$ cat src/inc/nsr_pkg.sv
// ****************************************************************
// shared constants and carriers for the lane slice reset control
// ****************************************************************
package nsr_pkg;

    // ************************************************************
    // register map
    // ************************************************************
    localparam int NSR_ADDR_W = 8;
    localparam int NSR_DATA_W = 16;
    localparam logic [NSR_ADDR_W-1:0] NSR_SLICE_RESET_CONTROL_ADDR = 8'h03;
    localparam logic [NSR_DATA_W-1:0] NSR_SLICE_RESET_CONTROL_RST =
        16'h0000;
    localparam logic [NSR_DATA_W-1:0] NSR_UNMAPPED_READ = 16'h0000;

    // field positions inside slice_reset_control
    localparam int NSR_CLR_GATE_BIT = 0;
    localparam int NSR_LANE_RST_BIT = 1;
    localparam int NSR_TRI_RST_BIT = 2;
    localparam int NSR_CTRL_FIELD_W = 3;

    // ************************************************************
    // least reset hold, counted by the controller in pll cycles
    // on top of one control clock cycle
    // ************************************************************
    localparam int NSR_HOLD_CTRL_CYCLES = 1;
    localparam int NSR_HOLD_PLL_W8 = 72;
    localparam int NSR_HOLD_PLL_W4 = 40;
    localparam int NSR_HOLD_PLL_W2 = 24;

    // default lane count of one slice group
    localparam int NSR_NUM_LANES = 6;

    // register port request from the controller
    typedef struct packed {
        logic [NSR_ADDR_W-1:0] addr;
        logic wr_en;
        logic [NSR_DATA_W-1:0] wr_data;
    } nsr_reg_req_t;

    // mask register contents, owned outside this block
    typedef struct packed {
        logic tristate_reset_mask;
        logic [NSR_NUM_LANES-1:0] lane_reset_mask;
    } nsr_mask_t;

endpackage : nsr_pkg

$ cat src/hw/nsr_strobe_gate.sv
`timescale 1ns/1ps
// ****************************************************************
// strobe path gate, cleared by a toggle of the gate-clear bit
// ****************************************************************
module nsr_strobe_gate
    import nsr_pkg::*;
(
    input wire logic core_clk_i,
    input wire logic sys_rst_i,
    input wire logic clr_gate_bit_i,
    input wire logic gate_set_i,
    output logic gate_o
);

    typedef struct packed {
        logic prev_clr;
        logic gate;
    } nsr_gate_state_t;

    nsr_gate_state_t state;
    nsr_gate_state_t next_state;
    logic toggle;

    // either edge of the bit counts; a level alone does nothing
    assign toggle = clr_gate_bit_i ^ state.prev_clr;

    // a set in the clearing cycle wins so no strobe event is lost
    always_comb begin
        next_state = state;
        next_state.prev_clr = clr_gate_bit_i;
        if (gate_set_i) begin
            next_state.gate = 1'b1;
        end else if (toggle) begin
            next_state.gate = 1'b0;
        end
    end

    always_ff @(posedge core_clk_i) begin
        if (sys_rst_i) begin
            state <= '0;
        end else begin
            state <= next_state;
        end
    end

    assign gate_o = state.gate;

    // ************************************************************
    // checks
    // ************************************************************
    property p_gate_clear;
        @(posedge core_clk_i) disable iff (sys_rst_i)
        (toggle && !gate_set_i) |=> !gate_o;
    endproperty
    a_gate_clear: assert property (p_gate_clear)
        else $error("gate not cleared after clear toggle");

    property p_gate_set_wins;
        @(posedge core_clk_i) disable iff (sys_rst_i)
        (!sys_rst_i && gate_set_i) |=> gate_o;
    endproperty
    a_gate_set_wins: assert property (p_gate_set_wins)
        else $error("gate set lost");

    property p_gate_holds;
        @(posedge core_clk_i) disable iff (sys_rst_i)
        (!sys_rst_i && gate_o && !toggle) |=> gate_o;
    endproperty
    a_gate_holds: assert property (p_gate_holds)
        else $error("gate dropped without clear toggle");

    c_gate_cleared: cover property (@(posedge core_clk_i)
        disable iff (sys_rst_i) gate_o ##1 !gate_o);

endmodule : nsr_strobe_gate

$ cat src/hw/nsr_slice_reset_ctrl.sv
`timescale 1ns/1ps
module nsr_slice_reset_ctrl
    import nsr_pkg::*;
#(
    parameter int NUM_LANES = NSR_NUM_LANES
) (
    input wire logic core_clk_i,
    input wire logic sys_rst_i,
    input wire nsr_reg_req_t reg_req_i,
    input wire nsr_mask_t mask_i,
    input wire logic phy_write_enable_i,
    input wire logic [NUM_LANES-1:0] tx_data_i,
    input wire logic [NUM_LANES-1:0] tx_init_i,
    input wire logic tri_data_i,
    input wire logic tx_init_tri_i,
    input wire logic strobe_gate_set_i,
    output logic [NSR_DATA_W-1:0] reg_rd_data_o,
    output logic [NUM_LANES-1:0] lane_slice_soft_reset_o,
    output logic tristate_slice_soft_reset_o,
    output logic [NUM_LANES-1:0] tx_pad_o,
    output logic tri_pad_o,
    output logic strobe_gate_o,
    output logic wren_violation_o
);

    // ************************************************************
    // elaboration check
    // ************************************************************
    if (NUM_LANES != NSR_NUM_LANES) begin : g_bad_lanes
        $error("lane count must match the mask register width");
    end

    // ************************************************************
    // state
    // ************************************************************
    typedef struct packed {
        logic [NSR_CTRL_FIELD_W-1:0] ctrl;
        logic [NUM_LANES-1:0] lane_rst;
        logic tri_rst;
        logic [NUM_LANES-1:0] tx_pad;
        logic tri_pad;
        logic [NSR_DATA_W-1:0] rd_data;
        logic wren_violation;
    } nsr_state_t;

    nsr_state_t state;
    nsr_state_t next_state;
    logic ctrl_hit;
    logic lane_rst_on;
    logic tri_rst_on;

    // the register port decodes only its own offset
    assign ctrl_hit = (reg_req_i.addr == NSR_SLICE_RESET_CONTROL_ADDR);
    assign lane_rst_on = state.ctrl[NSR_LANE_RST_BIT];
    assign tri_rst_on = state.ctrl[NSR_TRI_RST_BIT];

    // ************************************************************
    // next state
    // ************************************************************
    always_comb begin
        next_state = state;
        // reserved bits are not stored and read back as zero
        if (reg_req_i.wr_en && ctrl_hit) begin
            next_state.ctrl = reg_req_i.wr_data[NSR_CTRL_FIELD_W-1:0];
        end
        // read data follows the address every cycle
        if (ctrl_hit) begin
            next_state.rd_data = {{(NSR_DATA_W-NSR_CTRL_FIELD_W){1'b0}},
                state.ctrl};
        end else begin
            next_state.rd_data = NSR_UNMAPPED_READ;
        end
        // masked lanes run on untouched
        next_state.lane_rst = {NUM_LANES{lane_rst_on}}
            & ~mask_i.lane_reset_mask;
        next_state.tri_rst = tri_rst_on
            & ~mask_i.tristate_reset_mask;
        // per lane mux between live data and the initial value
        for (int i = 0; i < NUM_LANES; i++) begin
            next_state.tx_pad[i] = next_state.lane_rst[i] ?
                tx_init_i[i] : tx_data_i[i];
        end
        next_state.tri_pad = next_state.tri_rst ?
            tx_init_tri_i : tri_data_i;
        // sticky flag: writes during lane reset corrupt the slice
        // state, so the controller can see it broke the ordering
        if (reg_req_i.wr_en && ctrl_hit
            && !reg_req_i.wr_data[NSR_LANE_RST_BIT]) begin
            next_state.wren_violation = 1'b0;
        end
        if (lane_rst_on && phy_write_enable_i) begin
            next_state.wren_violation = 1'b1;
        end
    end

    // ************************************************************
    // registers
    // ************************************************************
    always_ff @(posedge core_clk_i) begin
        if (sys_rst_i) begin
            state <= '0;
            state.ctrl <= NSR_SLICE_RESET_CONTROL_RST[NSR_CTRL_FIELD_W-1:0];
        end else begin
            state <= next_state;
        end
    end

    // ************************************************************
    // strobe gate
    // ************************************************************
    nsr_strobe_gate u_gate (
        .core_clk_i(core_clk_i),
        .sys_rst_i(sys_rst_i),
        .clr_gate_bit_i(state.ctrl[NSR_CLR_GATE_BIT]),
        .gate_set_i(strobe_gate_set_i),
        .gate_o(strobe_gate_o)
    );

    // hold length is timed by the controller in pll cycles; this
    // block just follows the bit level for as long as it stands
    assign lane_slice_soft_reset_o = state.lane_rst;
    assign tristate_slice_soft_reset_o = state.tri_rst;
    assign tx_pad_o = state.tx_pad;
    assign tri_pad_o = state.tri_pad;
    assign reg_rd_data_o = state.rd_data;
    assign wren_violation_o = state.wren_violation;

    // ************************************************************
    // checks
    // ************************************************************
    // an attempt started on the edge that releases reset would see
    // history from before the reset, so every antecedent except the
    // one of p_write_to_reset waits for reset to be sampled low first
    property p_ctrl_write;
        @(posedge core_clk_i) disable iff (sys_rst_i)
        (!sys_rst_i && reg_req_i.wr_en && ctrl_hit) |=>
            state.ctrl == $past(reg_req_i.wr_data[2:0]);
    endproperty
    a_ctrl_write: assert property (p_ctrl_write)
        else $error("control write not stored");

    property p_lane_reset;
        @(posedge core_clk_i) disable iff (sys_rst_i)
        !sys_rst_i |=> lane_slice_soft_reset_o ==
            ({NUM_LANES{$past(lane_rst_on)}}
            & ~$past(mask_i.lane_reset_mask));
    endproperty
    a_lane_reset: assert property (p_lane_reset)
        else $error("lane reset does not follow bit and mask");

    property p_write_to_reset;
        @(posedge core_clk_i) disable iff (sys_rst_i)
        (reg_req_i.wr_en && ctrl_hit && reg_req_i.wr_data[1]
            && mask_i.lane_reset_mask == '0) ##1
            (!reg_req_i.wr_en && mask_i.lane_reset_mask == '0)
            |=> lane_slice_soft_reset_o == {NUM_LANES{1'b1}};
    endproperty
    a_write_to_reset: assert property (p_write_to_reset)
        else $error("lane reset not raised two cycles after write");

    property p_pad_init;
        @(posedge core_clk_i) disable iff (sys_rst_i)
        !sys_rst_i |=> tx_pad_o == ((lane_slice_soft_reset_o
            & $past(tx_init_i))
            | (~lane_slice_soft_reset_o & $past(tx_data_i)));
    endproperty
    a_pad_init: assert property (p_pad_init)
        else $error("pad value wrong for reset state");

    property p_tri_init;
        @(posedge core_clk_i) disable iff (sys_rst_i)
        (!sys_rst_i && tri_rst_on && !mask_i.tristate_reset_mask) |=>
            tristate_slice_soft_reset_o
            && tri_pad_o == $past(tx_init_tri_i);
    endproperty
    a_tri_init: assert property (p_tri_init)
        else $error("tristate slice not forced to initial value");

    property p_tri_masked;
        @(posedge core_clk_i) disable iff (sys_rst_i)
        (!sys_rst_i && mask_i.tristate_reset_mask) |=>
            !tristate_slice_soft_reset_o
            && tri_pad_o == $past(tri_data_i);
    endproperty
    a_tri_masked: assert property (p_tri_masked)
        else $error("masked tristate slice was reset");

    property p_read_back;
        @(posedge core_clk_i) disable iff (sys_rst_i)
        (!sys_rst_i && ctrl_hit) |=> reg_rd_data_o[15:3] == 13'h0000
            && reg_rd_data_o[2:0] == $past(state.ctrl);
    endproperty
    a_read_back: assert property (p_read_back)
        else $error("read back of control register wrong");

    c_lane_reset_seen: cover property (@(posedge core_clk_i)
        disable iff (sys_rst_i) $rose(lane_slice_soft_reset_o[0]));
    c_tri_reset_seen: cover property (@(posedge core_clk_i)
        disable iff (sys_rst_i) $rose(tristate_slice_soft_reset_o));
    c_partial_mask: cover property (@(posedge core_clk_i)
        disable iff (sys_rst_i) lane_slice_soft_reset_o[0]
        && !lane_slice_soft_reset_o[1]);

endmodule : nsr_slice_reset_ctrl

$ cat config.mk
export PLATFORM = sky130hd
export DESIGN_NAME = nsr_slice_reset_ctrl
export DESIGN_NICKNAME = d
export VERILOG_FILES = /design/src/inc/nsr_pkg.sv /design/src/hw/nsr_strobe_gate.sv /design/src/hw/nsr_slice_reset_ctrl.sv
export SDC_FILE = /design/constraint.sdc
export NUM_CORES = 1
export LEC_CHECK = 0
export ABC_AREA = 1
export BUFFER_PORTS_ARGS = -buffer_cell sky130_fd_sc_hd__buf_4
export CAP_MARGIN = 20
export CORE_ASPECT_RATIO = 1.5
export CORE_UTILIZATION = 41
export DETAILED_ROUTE_END_ITERATION = 6
export PLACE_DENSITY = 0.94
export SYNTH_ARGS = -nofsm -noshare
export SYNTH_HDL_FRONTEND = slang
export SYNTH_SLANG_ARGS = --single-unit
$ cat constraint.sdc
create_clock -name core_clk_i -period 2.4 [get_ports core_clk_i]
set_clock_uncertainty 0.1 [all_clocks]
set_input_delay 0.12 -clock core_clk_i [delete_from_list [all_inputs] [get_ports core_clk_i]]
set_output_delay 0.12 -clock core_clk_i [all_outputs]
set_load 0.03 [all_outputs]
==> flow_summary.ini <==
[clock_network]
cts.repair.resized = 0
cts-htree-levels = 1
clock-root-buffer = sky130_fd_sc_hd__clkbuf_4
ctsLongestPathBuffers = 2
tritoncts = yes
clk_pin_slew_worst_paths_ps = 110
insertion_delay_ps = 290
cts_inserted_buffers = 3
tritoncts_num_sinks = 23

[critical_path]
r2r_end = tx_pad_o[4]
worstSetupPathType = in2reg
worstSetupEndpointType = flip-flop
reg2reg_from = lane_rst_on
crit_path_max_fanout = 13
setup.reg_to_reg.worst_slack_ps = 730
rr_worst_depth = 5
timing.critical_path.required_ps = 2540
crit_path_start_kind = input pin
arrival_time_of_the_worst_setup_path_ps = 1980

[global_routing]
grt_usage_pct = 16.5
wire_length_of_the_first_global_routing_pass_um = 3480
grt_remaining_overflow = 0
first_global_vias = 881
grt_max_degree = 14
antenna_violations_before_repair = 0

[sta]
min_period_ps = 1840
rsz0062_at_grt = no
final_hold_viol_count = 0
worst_slack_ps = 560
max_freq_mhz = 544
tcrit_tclk_final_pct = 76.6
setup_viol = 0
slew_viol_final = 0
finalSetupTns_ps = 0

[floorplanning]
die-area_um2 = 2750
die-width_um = 43.2
initial_core_utilization_pct = 43.1
rows = 22
chipHeight_um = 63.8
core_region_area_um2 = 2420
boundaryPins = 82

[place]
place_ws_ps = 1320
globalplace.congestion = 0.711
detailed_place_hpwl_um = 1470
port_buffers = 55

[pwr]
cellPowerDensity_nw_per_um2 = 460
worst_ir_drop_vdd_mv = 0.362
leakage_nw = 0.794

[route]
drcViolationCount = 0
drt_wl_total_um = 2260
via_count = 912
detail-route-antenna-nets = 0
route.detailed.wl_per_inst_um = 10.7
firstDrtPassIters = 4
initialDrtViolationCount = 10
vias_per_cell = 4.30

[yosys]
synth.top_cells.by_area = sky130_fd_sc_hd__dfxtp_1, sky130_fd_sc_hd__buf_4, sky130_fd_sc_hd__a21oi_1, sky130_fd_sc_hd__nor2_1, sky130_fd_sc_hd__inv_1
synth.lib_cells_used.distinct = 21
synth-edff-count = 0
synthCells = 126
async_reset_ff_share_pct = 0
ys_seq_area_share_pct = 44.1
synth_top_cell_area_share_pct = 44.1
synth_area_um2 = 1040
synth_seq_cells = 23
synth-main-ff-cell = sky130_fd_sc_hd__dfxtp_1
synth_warnings = 0
post-synth-top-count-cell = sky130_fd_sc_hd__buf_4
synthTopCellsByCount = sky130_fd_sc_hd__buf_4, sky130_fd_sc_hd__dfxtp_1, sky130_fd_sc_hd__nor2_1, sky130_fd_sc_hd__inv_1, sky130_fd_sc_hd__a21oi_1
yosys.area.top_type = sky130_fd_sc_hd__dfxtp_1
avgSynthCellArea_um2 = 8.28

[cells_and_area]
drive_gt1_share_pct = 34.6
finish.net_count = 239
flow.area_growth_from_synthesis_pct = 48.4
antennaDiodeCount = 0

[min_path]
hold_path.class = in2reg
holdPathStages = 3
timing.hold.worst.start = tx_init_i[1]
hold_end = tx_pad_o[1]

[run_status]
status = finished clean

[flow_run]
max-cap-violations = 0
==> sequential cells by signal, indices dropped and copies added, names as in the netlist <==
name and cells:
u_gate.state 1, tristate_slice_soft_reset_o 1, lane_rst_on 1, tri_pad_o 1, tx_pad_o 6, wren_violation_o 1
lane_slice_soft_reset_o 6, reg_rd_data_o 3, u_gate.gate_o 1, state 2
==> layout by cell type, fill, tap and decap left out <==
master                          instances
sky130_fd_sc_hd__inv_1                 13
sky130_fd_sc_hd__nor2_2                 2
sky130_fd_sc_hd__buf_4                 55
sky130_fd_sc_hd__o21ai_0                2
sky130_fd_sc_hd__nand3b_1               2
sky130_fd_sc_hd__nor2_8                 1
sky130_fd_sc_hd__clkbuf_1               1
sky130_fd_sc_hd__nand3_2                1
sky130_fd_sc_hd__o21ai_1                6
sky130_fd_sc_hd__nand2_2                2
sky130_fd_sc_hd__a21boi_0               1
sky130_fd_sc_hd__dfxtp_1               23
sky130_fd_sc_hd__nand2_1                6
sky130_fd_sc_hd__a21oi_1               11
sky130_fd_sc_hd__or2_1                  7
sky130_fd_sc_hd__dlygate4sd3_1         21
sky130_fd_sc_hd__clkbuf_4               3
sky130_fd_sc_hd__nand3_1                2
sky130_fd_sc_hd__nor2_1                14
sky130_fd_sc_hd__conb_1                13
sky130_fd_sc_hd__nor4_1                 1
sky130_fd_sc_hd__inv_2                  1
==> where the power goes <==
group,switching (W),total (W),internal (W)
clock,0.000105,0.000170,0.0000646
combinational,0.0000758,0.000151,0.0000756
sequential,0.00000237,0.000392,0.000389
==> critical path, cell delays in order <==
cell and delay, ps:
sky130_fd_sc_hd__dlygate4sd3_1 550, sky130_fd_sc_hd__buf_4 190, sky130_fd_sc_hd__inv_1 300, sky130_fd_sc_hd__o21ai_1 130, sky130_fd_sc_hd__a21oi_1 120, sky130_fd_sc_hd__dlygate4sd3_1 570
==> logic make-up (layout without fill, tap and decap cells) <==
family,after synthesis,in the layout,share of synthesized area [%]
and+or+nand+nor,38,38,19.7
other,1,13,0.359
buffers and inverters,44,94,26.0
DFF,23,23,44.1
AOI/OAI and AO/OA,20,20,9.83
==> stage by stage <==
| stage | cells | total power [W] | util, % | hold WS [ps] | cell area (µm²) |
|---|---|---|---|---|---|
| floorplan | 138 | 0.000487 | - | 147 | 1090 |
| global placement | 187 | 0.000521 | 54.2 | 249 | 1310 |
| detailed placement | 187 | 0.000523 | 54.2 | 263 | 1310 |
| CTS | 212 | 0.000716 | 63.9 | 4.17 | 1550 |
| global route | 212 | 0.000745 | 63.9 | 3.38 | 1550 |
| finish | 212 | 0.000713 | 63.9 | 7.21 | 1550 |
==> how the worst max path moves through the flow <==
stage	start	to	depth (start not counted)
2_1_floorplan	u_gate.gate_o	u_gate.gate_o	3
3_3_place_gp	lane_rst_on	tx_pad_o[5]	4
3_5_place_dp	lane_rst_on	tx_pad_o[5]	4
4_1_cts	sys_rst_i	tx_pad_o[0]	6
5_1_grt	sys_rst_i	tx_pad_o[2]	6
6_report	sys_rst_i	tx_pad_o[4]	6
==> repair_timing <==
action / 4_1_cts / 5_1_grt
setup endpoints to repair: 0 / 0
hold buffers: 21 / 0
endpoints found under the hold margin: 18 / 0
setup buffers: 0 / 0
==> layer usage <==
metal	up-vias	track usage [%]	part of all wire, %
met2	37	32.8	59
met5	-	0	0
met3	4	4.52	6.4
met4	0	6.44	1.5
met1	398	14.5	33
li1	473	-	-
==> cell type report <==
type	instances	area, µm²
fillers	219	873
repair buffers	76	623
flip-flops and latches	23	460
multi-input cells	71	357
inverters	14	52.6
well taps	24	30.0
clock buffers	4	26.3
Note: power is estimated with default switching activity, not from simulation.
